<file path="config.mk">
export PLATFORM = sky130hd
export DESIGN_NAME = system_clock_source_select
export DESIGN_NICKNAME = d
export VERILOG_FILES = /design/src/clock_select_pkg.sv /design/src/system_clock_source_select.sv /design/src/edge_divider.sv
export SDC_FILE = /design/constraint.sdc
export NUM_CORES = 1
export LEC_CHECK = 0
export BUFFER_PORTS_ARGS = -buffer_cell sky130_fd_sc_hd__buf_2
export CORE_UTILIZATION = 35
export DETAILED_ROUTE_END_ITERATION = 10
export HOLD_SLACK_MARGIN = 0.02
export PLACE_DENSITY = 0.65
export SLEW_MARGIN = 10
export SYNTH_ARGS = -nofsm -noshare
export SYNTH_HDL_FRONTEND = slang
export SYNTH_SLANG_ARGS = --single-unit
</file>
<file path="constraint.sdc">
create_clock -name clock -period 4.4 [get_ports clock]
set_input_delay 1.32 -clock clock [delete_from_list [all_inputs] [get_ports clock]]
set_output_delay 1.32 -clock clock [all_outputs]
set_load 0.05 [all_outputs]
</file>
<file path="src/clock_select_pkg.sv">
// Constants for the system clock source selection and divider block.
// Assumes a single 20 MHz bus clock that oversamples every clock source.
package clock_select_pkg;

   // -----------------------------------------------------------------
   // Register map (byte addresses)
   // -----------------------------------------------------------------
   localparam logic [11:0] SYS_CTRL_OFFSET = 12'h000;
   localparam logic [11:0] PLL_CFG_OFFSET = 12'h004;
   localparam logic [11:0] PRESC_OFFSET = 12'h008;

   // -----------------------------------------------------------------
   // Field positions
   // -----------------------------------------------------------------
   localparam int SEL_LSB = 0;
   localparam int ACTIVE_LSB = 8;
   localparam int SWITCHING_BIT = 12;
   localparam int BYPASS_BIT = 0;
   localparam int BAND_LSB = 1;
   localparam int REF_BIT = 3;
   localparam int IN_DIV_LSB = 4;
   localparam int MULT_LSB = 8;
   localparam int OUT_DIV_LSB = 16;
   localparam int PRESC_LSB = 0;

   // -----------------------------------------------------------------
   // Selection codes and reset values
   // -----------------------------------------------------------------
   localparam logic [1:0] SEL_WAKEUP = 2'h0;
   localparam logic [1:0] SEL_PLL_PATH = 2'h2;
   localparam logic [1:0] SEL_DIRECT = 2'h3;
   localparam logic [1:0] BAND_LOW = 2'h0;
   localparam logic [1:0] BAND_HIGH = 2'h1;
   localparam logic [1:0] SEL_RESET = SEL_WAKEUP;
   localparam logic BYPASS_RESET = 1'b1;
   localparam logic REF_RESET = 1'b1;

   // Internal source index used by the glitch-free switch
   typedef enum logic [1:0] {
      SRC_WAKEUP = 2'h0,
      SRC_PRESC = 2'h1,
      SRC_PLL = 2'h2,
      SRC_EXT = 2'h3
   } source_t;

   // Switch states, one-hot
   typedef enum logic [2:0] {
      ST_RUN = 3'h1,
      ST_PARK = 3'h2,
      ST_JOIN = 3'h4
   } switch_state_t;

endpackage

</file>
<file path="src/system_clock_source_select.sv">
// System clock source selection: APB registers, prescaler, PLL control
// and a glitch-free switch between four sampled clock sources.
// Assumes every source level is sampled by clock well below its Nyquist rate.
//
// Added by the designer: the placing of the registers and the APB interface to the registers.
`timescale 1ns/1ps
`default_nettype none
module system_clock_source_select #(
   parameter int PRESC_W = 10,
   parameter int P_W = 4,
   parameter int N_W = 7,
   parameter int OUT_DIV_W = 7
) (
   // Clock and reset
   input wire logic clock,
   input wire logic reset,
   // APB slave
   input wire logic psel,
   input wire logic penable,
   input wire logic pwrite,
   input wire logic [11:0] paddr,
   input wire logic [31:0] pwdata,
   output logic [31:0] prdata,
   output logic pready,
   output logic pslverr,
   // Clock sources, sampled levels
   input wire logic ext_clock_input_pin,
   input wire logic osc_clock_in,
   input wire logic wakeup_clock_in,
   input wire logic vco_clock_in,
   // PLL control
   output logic pll_enable_q,
   output logic pll_ref_internal_q,
   output logic [1:0] vco_band_select_q,
   output logic [P_W-1:0] pll_input_div_q,
   output logic [N_W-1:0] pll_mult_q,
   // System clock
   output logic system_clock_q,
   output logic clock_switching
);

   // -----------------------------------------------------------------
   // Register state
   // -----------------------------------------------------------------
   logic [1:0] clock_source_select_q;
   logic vco_bypass_q;
   logic [P_W-1:0] pll_input_div_field_q;
   logic [N_W-1:0] pll_mult_field_q;
   logic [OUT_DIV_W-1:0] pll_output_div_field_q;
   logic [PRESC_W-1:0] prescaler_div_field_q;
   logic [31:0] prdata_q;

   clock_select_pkg::source_t want;
   clock_select_pkg::source_t active_q;
   clock_select_pkg::switch_state_t state_q;
   logic presc_level;
   logic pll_level;
   logic [3:0] src_level;
   logic sel_level;
   logic wr_en;
   logic setup;
   logic hit;

   // Map selection and bypass to a source; reserved code 01 falls to wakeup
   function automatic clock_select_pkg::source_t want_src(input logic [1:0] sel,
                                                         input logic bypass);
      clock_select_pkg::source_t s;
      s = clock_select_pkg::SRC_WAKEUP;
      case (sel)
         clock_select_pkg::SEL_DIRECT: s = clock_select_pkg::SRC_EXT;
         clock_select_pkg::SEL_PLL_PATH: begin
            s = bypass ? clock_select_pkg::SRC_PRESC : clock_select_pkg::SRC_PLL;
         end
         default: s = clock_select_pkg::SRC_WAKEUP;
      endcase
      return s;
   endfunction

   // Address decode shared by writes and the error answer
   function automatic logic mapped(input logic [11:0] a);
      return (a == clock_select_pkg::SYS_CTRL_OFFSET) ||
             (a == clock_select_pkg::PLL_CFG_OFFSET) ||
             (a == clock_select_pkg::PRESC_OFFSET);
   endfunction

   // -----------------------------------------------------------------
   // APB slave
   // -----------------------------------------------------------------
   // Zero wait states; unmapped accesses answer with pslverr
   assign setup = psel && !penable;
   assign hit = mapped(paddr);
   assign wr_en = psel && penable && pwrite && hit;
   assign pready = 1'b1;
   assign pslverr = psel && penable && !hit;
   assign prdata = prdata_q;

   // Control writes; software orders them to avoid bad intermediate setups
   always_ff @(posedge clock) begin
      if (reset) begin
         clock_source_select_q <= clock_select_pkg::SEL_RESET;
         vco_bypass_q <= clock_select_pkg::BYPASS_RESET;
         pll_ref_internal_q <= clock_select_pkg::REF_RESET;
         vco_band_select_q <= clock_select_pkg::BAND_LOW;
         pll_input_div_field_q <= '0;
         pll_mult_field_q <= '0;
         pll_output_div_field_q <= '0;
         prescaler_div_field_q <= '0;
      end else if (wr_en) begin
         case (paddr)
            clock_select_pkg::SYS_CTRL_OFFSET: begin
               clock_source_select_q <= pwdata[clock_select_pkg::SEL_LSB +: 2];
            end
            clock_select_pkg::PLL_CFG_OFFSET: begin
               vco_bypass_q <= pwdata[clock_select_pkg::BYPASS_BIT];
               vco_band_select_q <= pwdata[clock_select_pkg::BAND_LSB +: 2];
               pll_ref_internal_q <= pwdata[clock_select_pkg::REF_BIT];
               pll_input_div_field_q <= pwdata[clock_select_pkg::IN_DIV_LSB +: P_W];
               pll_mult_field_q <= pwdata[clock_select_pkg::MULT_LSB +: N_W];
               pll_output_div_field_q <= pwdata[clock_select_pkg::OUT_DIV_LSB +: OUT_DIV_W];
            end
            clock_select_pkg::PRESC_OFFSET: begin
               prescaler_div_field_q <= pwdata[clock_select_pkg::PRESC_LSB +: PRESC_W];
            end
            default: begin
            end
         endcase
      end
   end

   // Read data captured in the setup cycle, stable through the access
   always_ff @(posedge clock) begin
      if (reset) begin
         prdata_q <= '0;
      end else if (setup) begin
         prdata_q <= '0;
         case (paddr)
            clock_select_pkg::SYS_CTRL_OFFSET: begin
               prdata_q[clock_select_pkg::SEL_LSB +: 2] <= clock_source_select_q;
               prdata_q[clock_select_pkg::ACTIVE_LSB +: 2] <= active_q;
               prdata_q[clock_select_pkg::SWITCHING_BIT] <= clock_switching;
            end
            clock_select_pkg::PLL_CFG_OFFSET: begin
               prdata_q[clock_select_pkg::BYPASS_BIT] <= vco_bypass_q;
               prdata_q[clock_select_pkg::BAND_LSB +: 2] <= vco_band_select_q;
               prdata_q[clock_select_pkg::REF_BIT] <= pll_ref_internal_q;
               prdata_q[clock_select_pkg::IN_DIV_LSB +: P_W] <= pll_input_div_field_q;
               prdata_q[clock_select_pkg::MULT_LSB +: N_W] <= pll_mult_field_q;
               prdata_q[clock_select_pkg::OUT_DIV_LSB +: OUT_DIV_W] <= pll_output_div_field_q;
            end
            clock_select_pkg::PRESC_OFFSET: begin
               prdata_q[clock_select_pkg::PRESC_LSB +: PRESC_W] <= prescaler_div_field_q;
            end
            default: begin
            end
         endcase
      end
   end

   // -----------------------------------------------------------------
   // PLL control and dividers
   // -----------------------------------------------------------------
   // Gain N/(P*output factor): P and N go to the analogue loop,
   // the output factor is divided here
   always_ff @(posedge clock) begin
      if (reset) begin
         pll_enable_q <= 1'b0;
         pll_input_div_q <= '0;
         pll_mult_q <= '0;
      end else begin
         pll_enable_q <= (want == clock_select_pkg::SRC_PLL);
         pll_input_div_q <= pll_input_div_field_q;
         pll_mult_q <= pll_mult_field_q;
      end
   end

   // Prescaler on the oscillator, factors 1 to 1024
   edge_divider #(
      .W(PRESC_W)
   ) u_prescaler (
      .clock(clock),
      .reset(reset),
      .src_level(osc_clock_in),
      .div_field(prescaler_div_field_q),
      .div_level_q(presc_level)
   );

   // Output divider on the VCO
   edge_divider #(
      .W(OUT_DIV_W)
   ) u_pll_out_div (
      .clock(clock),
      .reset(reset),
      .src_level(vco_clock_in),
      .div_field(pll_output_div_field_q),
      .div_level_q(pll_level)
   );

   // -----------------------------------------------------------------
   // Glitch-free source switch
   // -----------------------------------------------------------------
   assign want = want_src(clock_source_select_q, vco_bypass_q);
   assign src_level = {ext_clock_input_pin, pll_level, presc_level, wakeup_clock_in};
   assign sel_level = src_level[active_q];
   assign clock_switching = (state_q != clock_select_pkg::ST_RUN);

   // Leave the old source only when low, join the new one only when low,
   // so the output low phase stretches instead of being cut short
   always_ff @(posedge clock) begin
      if (reset) begin
         state_q <= clock_select_pkg::ST_RUN;
         active_q <= clock_select_pkg::SRC_WAKEUP;
         system_clock_q <= 1'b0;
      end else begin
         case (state_q)
            clock_select_pkg::ST_RUN: begin
               system_clock_q <= sel_level;
               if (want != active_q && !sel_level) begin
                  state_q <= clock_select_pkg::ST_PARK;
               end
            end
            clock_select_pkg::ST_PARK: begin
               system_clock_q <= 1'b0;
               active_q <= want;
               state_q <= clock_select_pkg::ST_JOIN;
            end
            clock_select_pkg::ST_JOIN: begin
               system_clock_q <= 1'b0;
               if (!sel_level) begin
                  state_q <= clock_select_pkg::ST_RUN;
               end
            end
            default: begin
               state_q <= clock_select_pkg::ST_RUN;
               system_clock_q <= 1'b0;
            end
         endcase
      end
   end
endmodule
`default_nettype wire

</file>
<file path="src/edge_divider.sv">
// Divides a sampled clock level by (factor field + 1).
// Assumes src_level is sampled by clock, well below half the clock rate.
`timescale 1ns/1ps
`default_nettype none
module edge_divider #(
   parameter int W = 10
) (
   // Clock and reset
   input wire logic clock,
   input wire logic reset,
   // Source and setting
   input wire logic src_level,
   input wire logic [W-1:0] div_field,
   // Divided level
   output logic div_level_q
);

   logic src_q;
   logic [W-1:0] cnt_q;
   logic rise;
   logic [W:0] half;

   assign rise = src_level && !src_q;
   // High for ceil(K/2) source periods of every K
   assign half = ({1'b0, div_field} + {{W{1'b0}}, 1'b1} + {{W{1'b0}}, 1'b1}) >> 1;

   // Edge history
   always_ff @(posedge clock) begin
      if (reset) begin
         src_q <= 1'b0;
      end else begin
         src_q <= src_level;
      end
   end

   // Count source periods, wrap after K of them
   always_ff @(posedge clock) begin
      if (reset) begin
         cnt_q <= '0;
      end else if (div_field == '0) begin
         cnt_q <= '0;
      end else if (rise) begin
         cnt_q <= (cnt_q == div_field) ? '0 : cnt_q + 1'b1;
      end
   end

   // Factor one copies the source so its duty cycle survives
   always_ff @(posedge clock) begin
      if (reset) begin
         div_level_q <= 1'b0;
      end else if (div_field == '0) begin
         div_level_q <= src_level;
      end else if (rise) begin
         div_level_q <= ({1'b0, cnt_q} < half);
      end
   end
endmodule
`default_nettype wire

</file>
==> Word-level counts from Yosys, hierarchy flattened <==
Index checks and enable logic that the tools add are counted.
{ "word_totals": {"elab_cells": 92, "register_bits": 95, "output_inout_bits": 51, "input_bits": 53} }
{ "classes": {"n_addsub": 6, "mux": 20, "bitwise": 1, "magnitude_cmp": 3, "eq_ne": 14, "reduce_logical": 27} }
{ "op_table": {"columns": ["cell", "n"], "rows": [
  ["$mux W7", 2],
  ["$eq A12 B3 Y1 const B", 1],
  ["$eq A12 B4 Y1 const B", 1],
  ["$logic_not A12 Y1", 1],
  ["$pmux W2 S3", 2],
  ["$pmux W6 S2", 1],
  ["$add A10 B1 Y11 const B", 1],
  ["$add A11 B1 Y11 const B", 1],
  ["$add A10 B1 Y10 const B", 1],
  ["$eq A10 B10 Y1", 1],
  ["$logic_not A10 Y1", 1],
  ["$lt A10 B10 Y1", 1],
  ["$mux W10", 1],
  ["$pmux W3 S3", 1],
  ["$add A7 B1 Y8 const B", 1],
  ["$add A8 B1 Y8 const B", 1],
  ["$logic_and A1 B1 Y1", 8],
  ["$reduce_and A2 Y1", 4],
  ["$add A7 B1 Y7 const B", 1],
  ["$eq A7 B7 Y1", 1],
  ["$logic_not A7 Y1", 1],
  ["$lt A7 B7 Y1", 1],
  ["$eq A2 B2 Y1 const B", 3],
  ["$mux W2", 3],
  ["17 further kinds", 31]
]} }

==> Logic depth before layout (Yosys ltp) <==
{ "depth": {"ltp_word": 6, "mapped_depth": 10, "depth_no_buf": 9} }

==> Modules after synthesis <==
A second synthesis with hierarchy kept.
{ "hier_totals": {"hier_cells": 544, "hier_area_um2": 4765.8} }
{ "by_module_without_submodules": {"columns": ["mod", "area_per_inst_um2", "seq_area_each_um2", "cells_per_inst", "instances"], "rows": [
  ["system_clock_source_select", 3039.2, 1481.4, 346, 1],
  ["edge_divider (u_prescaler)", 1042.2, 240.2, 120, 1],
  ["edge_divider (u_pll_out_div)", 684.4, 180.2, 78, 1]
]} }

==> Worst setup path before layout <==
Ideal clock, no wire load.
{ "synth_path": {"path_type": "input -> output", "from": "input paddr[9]", "to": "output pslverr", "setup_slack_ps": 852, "arrival_ps": 2228, "required_time_ps": 3080, "stages": 3, "path_buffers": 0, "path_cell_list": "nor4_4 nand3_1 and3_1"} }
{ "synth_between": {"elab_chain_len": 5, "word_cells_on_any_way": 7, "cone_classes": "eq/ne (2); reduce/logical (5)"} }
{ "synth_lines": {"columns": ["item", "line_no", "rtl"], "rows": [
  ["start: declaration", "system_clock_source_select.sv:21", "input wire logic [11:0] paddr,"],
  ["$eq A12 B3 Y1 or $logic_not A12 Y1 (tied branches)", "system_clock_source_select.sv:82, system_clock_source_select.sv:81", null],
  ["$logic_or A1 B1 Y1", "system_clock_source_select.sv:81", "return (a == clock_select_pkg::SYS_CTRL_OFFSET) ||"],
  ["$logic_or A1 B1 Y1 *", "system_clock_source_select.sv:82", "(a == clock_select_pkg::PLL_CFG_OFFSET) ||"],
  ["$logic_not A1 Y1 *", "system_clock_source_select.sv:94", "assign pslverr = psel && penable && !hit;"],
  ["$logic_and A1 B1 Y1 *", "system_clock_source_select.sv:94", null],
  ["end: declaration", "system_clock_source_select.sv:25", "output logic pslverr,"]
]} }
Mark *: on every way between the ends. The rest lies on a longest branch, timed or not.

==> Worst setup path after layout <==
Same ends and word-level chain as after synthesis.

==> impl_metrics.py <==
metrics = {
    "status": {
        "status": "complete, no violations",
    },
    "yosys": {
        "synth_top_family_by_area": "simple AND/OR/NAND/NOR gates",
        "seq_area_frac_synth_pct": 41.3,
        "yosys_register_bits": 95,
        "ys_types": 52,
        "synth_compound_area_share_pct": 14.6,
        "synth_area_um2": 4610,
        "synth_edf_count": 0,
        "synth_xor_area_share_pct": 7.98,
        "syn_avg_cell_area_um2": 8.80,
        "synthSimpleGateAreaFrac_pct": 23.5,
        "post-synth-top-area-cell": "dfxtp_1",
        "ys_top_cells_by_area": "dfxtp_1 (41%), nand2_1 (6.5%), ha_1 (5.2%)",
        "syn_inst": 524,
        "synth_top_cell_area_share_pct": 41.3,
        "synth_flop_cell": "dfxtp_1",
        "yosys_warnings": 0,
        "yosys.area_share.adder_pct": 5.16,
        "async_flop_share_pct": 0,
        "synthMuxAreaShare_pct": 1.57,
    },
    "power_and_ir_drop": {
        "p_total_mw": 1.73,
        "peakVddDrop_v": 0.000182,
        "leakage_nw": 2.22,
        "powerDensity_nw_per_um2": 323,
    },
    "grt": {
        "globalRouteOverflowTotal": 0,
        "grt_antenna_before_repair": 0,
        "grt_pass1_vias": 3789,
        "grt_max_degree": 41,
        "grt_pass1_wl_mm": 18.4,
        "grtUsageTotal_pct": 17.7,
    },
    "sta": {
        "clock_skew_ns": 0.00935,
        "timing.final.crit_share_pct": 87.9,
        "slew_headroom_pct": 39.2,
        "maxSlewViolCount": 0,
        "setup_tns_ns": 0,
        "setup_viol": 0,
        "grt_setup_unrepaired": "no",
        "worst_slew_pin_slew_ns": 0.912,
        "period_needed_ns": 3.87,
        "finalHoldViolations": 0,
        "fmax_mhz": 259,
    },
    "routing": {
        "ant_nets": 0,
        "wl_per_cell_um": 15.2,
        "drtIter0Drc": 290,
        "via_per_inst": 5.09,
        "drc": 0,
        "drt_wl_total_mm": 11.6,
        "routed-via-count": 3891,
        "first_pass_iters": 4,
    },
    "worst_hold_path": {
        "worstHoldPathCells": 1,
        "min_from": "state_q[0]$_SDFFE_PP1P_",
        "hold_class": "flip-flop to flip-flop",
    },
    "cells_and_area": {
        "final_net_count": 660,
        "nFillCells": 1326,
        "utilization_pct": 42.2,
        "syn2layout_area_growth_pct": 16.5,
        "drive_gt1_share_pct": 19.6,
        "antenna_cells": 0,
    },
    "clock_network": {
        "cts.clk_slew.worst_paths_ns": 0.06,
        "h-tree-depth": 3,
        "root_buffer": "clkbuf_16",
        "tritoncts": "yes",
        "ctsLongestPathBuffers": 2,
        "clock_sinks": 95,
        "post_cts_buffers": 0,
        "numCtsBuffers": 9,
        "worst_skew_pair.late_latency_ns": 0.34,
        "cts.hold.buffers_added": 0,
        "post_cts_resize_count": 0,
    },
    "job": {
        "cap_violations": 0,
    },
    "floorplanning": {
        "ioPinCount": 104,
        "coreArea_um2": 12700,
        "dieArea_um2": 13600,
        "die_x_um": 117,
        "die_y_um": 117,
        "num_rows": 41,
        "initial_core_util_pct": 36.2,
    },
    "worst_setup_path": {
        "cp.arrival_ns": 2.55,
        "critPathLaunchType": "primary input",
        "crit_start": "paddr[9]",
        "regToRegStartpoint": "prescaler_div_field_q[1]$_SDFFE_PP0P_",
        "reg2reg_depth": 9,
        "crit_fanout": 9,
        "end_kind": "output pin",
        "crit_type": "primary input to output pin",
        "cp_data_required_time_ns": 3.08,
    },
    "placed_design": {
        "gp_congestion": 0.846,
        "hpwl_mm": 8.69,
        "io_buffers": 82,
    },
}
## cell families after synthesis
kind of cell             count (synthesis)
adder cells (fa/ha/maj)                 19
AO/OA/AOI/OAI                           99
multiplexers                             6
AND/OR/NAND/NOR                        211
XOR/XNOR                                42
other                                    2
flip-flops                              95
buffers and inverters                   50
## metal layers
layer | routed length (um) | GRT usage, %
met1 | 5060 | 21.5
met2 | 5470 | 30.5
met3 | 895 | 3.48
met5 | 0 | 0
met4 | 189 | 7.17
## worst max-delay path, cell delays in order
cell and delay [ns]:
buf_2 0.11, nor4_4 0.52, nand3_1 0.17, and3_1 0.22, buf_2 0.20
## flip-flops by register name, indices dropped and copies added, names as in the netlist, 2 cells and up
| name | cells |
|---|---|
| pll_mult_q | 7 |
| u_prescaler.cnt_q | 10 |
| state_q | 3 |
| u_pll_out_div.cnt_q | 7 |
| clock_source_select_q | 2 |
| pll_mult_field_q | 7 |
| vco_band_select_q | 2 |
| pll_input_div_q | 4 |
| prdata | 22 |
| pll_output_div_field_q | 7 |
| prescaler_div_field_q | 10 |
| pll_input_div_field_q | 4 |
| active_q | 2 |
## cell usage in the layout (no fill, tap or decap), types with 2 or more instances in the layout
cell         n
nand2_1     80
ha_1        19
xor2_1      24
a2bb2oi_1    8
inv_1        6
or3_1        3
clkbuf_16    9
o21ai_0      3
nor4_4       3
nor2b_1     17
a21o_1       8
and3_1       8
nand2b_1     3
a21oi_1     39
nor2_1      46
and2_1       5
nor4_1       4
nor3_1       2
conb_1      11
nor4b_2      2
nand4_1     10
nand3_1     16
o211ai_1     2
xnor2_1     18
mux2i_1      5
buf_2       82
dfxtp_1     95
a211oi_1     2
and4_1       4
clkinvlp_4   3
buf_4        6
o2111ai_1    3
a22oi_1     18
a22o_1       8
## synthesized netlist by cell type, types with 2 or more instances
cell type	instances
mux2i_1	5
xor2_1	24
and4_1	4
clkbuf_1	22
buf_6	3
a21o_1	8
a22oi_1	18
buf_2	5
conb_1	2
buf_4	13
a21oi_1	39
nor4b_2	2
a2bb2oi_1	8
nand2b_1	3
inv_1	6
nand4_1	10
nor2b_1	17
nor4_1	4
or3_1	3
nor2_1	46
o211ai_1	2
o2111ai_1	3
a211oi_1	2
nand2_1	80
nand3_1	16
nor3_1	2
ha_1	19
xnor2_1	18
and3_1	8
o21ai_0	3
nor4_4	3
and2_1	5
a22o_1	8
dfxtp_1	95
## path summary, 6_finish.rpt
check	end	slack, ns
min	state_q[2]$_SDFFE_PP0P_	0.47
min reg2reg	state_q[2]$_SDFFE_PP0P_	0.47
max reg2reg	u_prescaler.div_level_q$_SDFFE_PP0P_	2.20
max	pslverr	0.53
## area by class of cell
type	instances	area, um^2	area share (%)
inverter	6	22.5	0.419
multi-input combinational	388	2480	46.1
clock inverter	6	70.1	1.30
tap	172	215	4.01
clock buffer	10	229	4.26
timing repair buffer	88	455	8.48
sequential	95	1900	35.4
## where the power goes
| group | switching [mW] | total (mW) | internal (mW) |
|---|---|---|---|
| Sequential | 0.00159 | 0.864 | 0.862 |
| Clock | 0.336 | 0.779 | 0.444 |
| Combinational | 0.0655 | 0.0911 | 0.0256 |
## through the flow
step,std cells,instance area (um^2),worst slack [ns],hold WS (ns)
6_report,765,5370,0.535,0.468
5_1_grt,765,5370,0.506,0.493
4_1_cts,765,5370,0.549,0.464
3_5_place_dp,749,5070,0.569,0.454
3_3_place_gp,749,5070,0.621,0.441
2_1_floorplan,533,4640,0.852,0.428
Power figures use the tool's default switching activity.
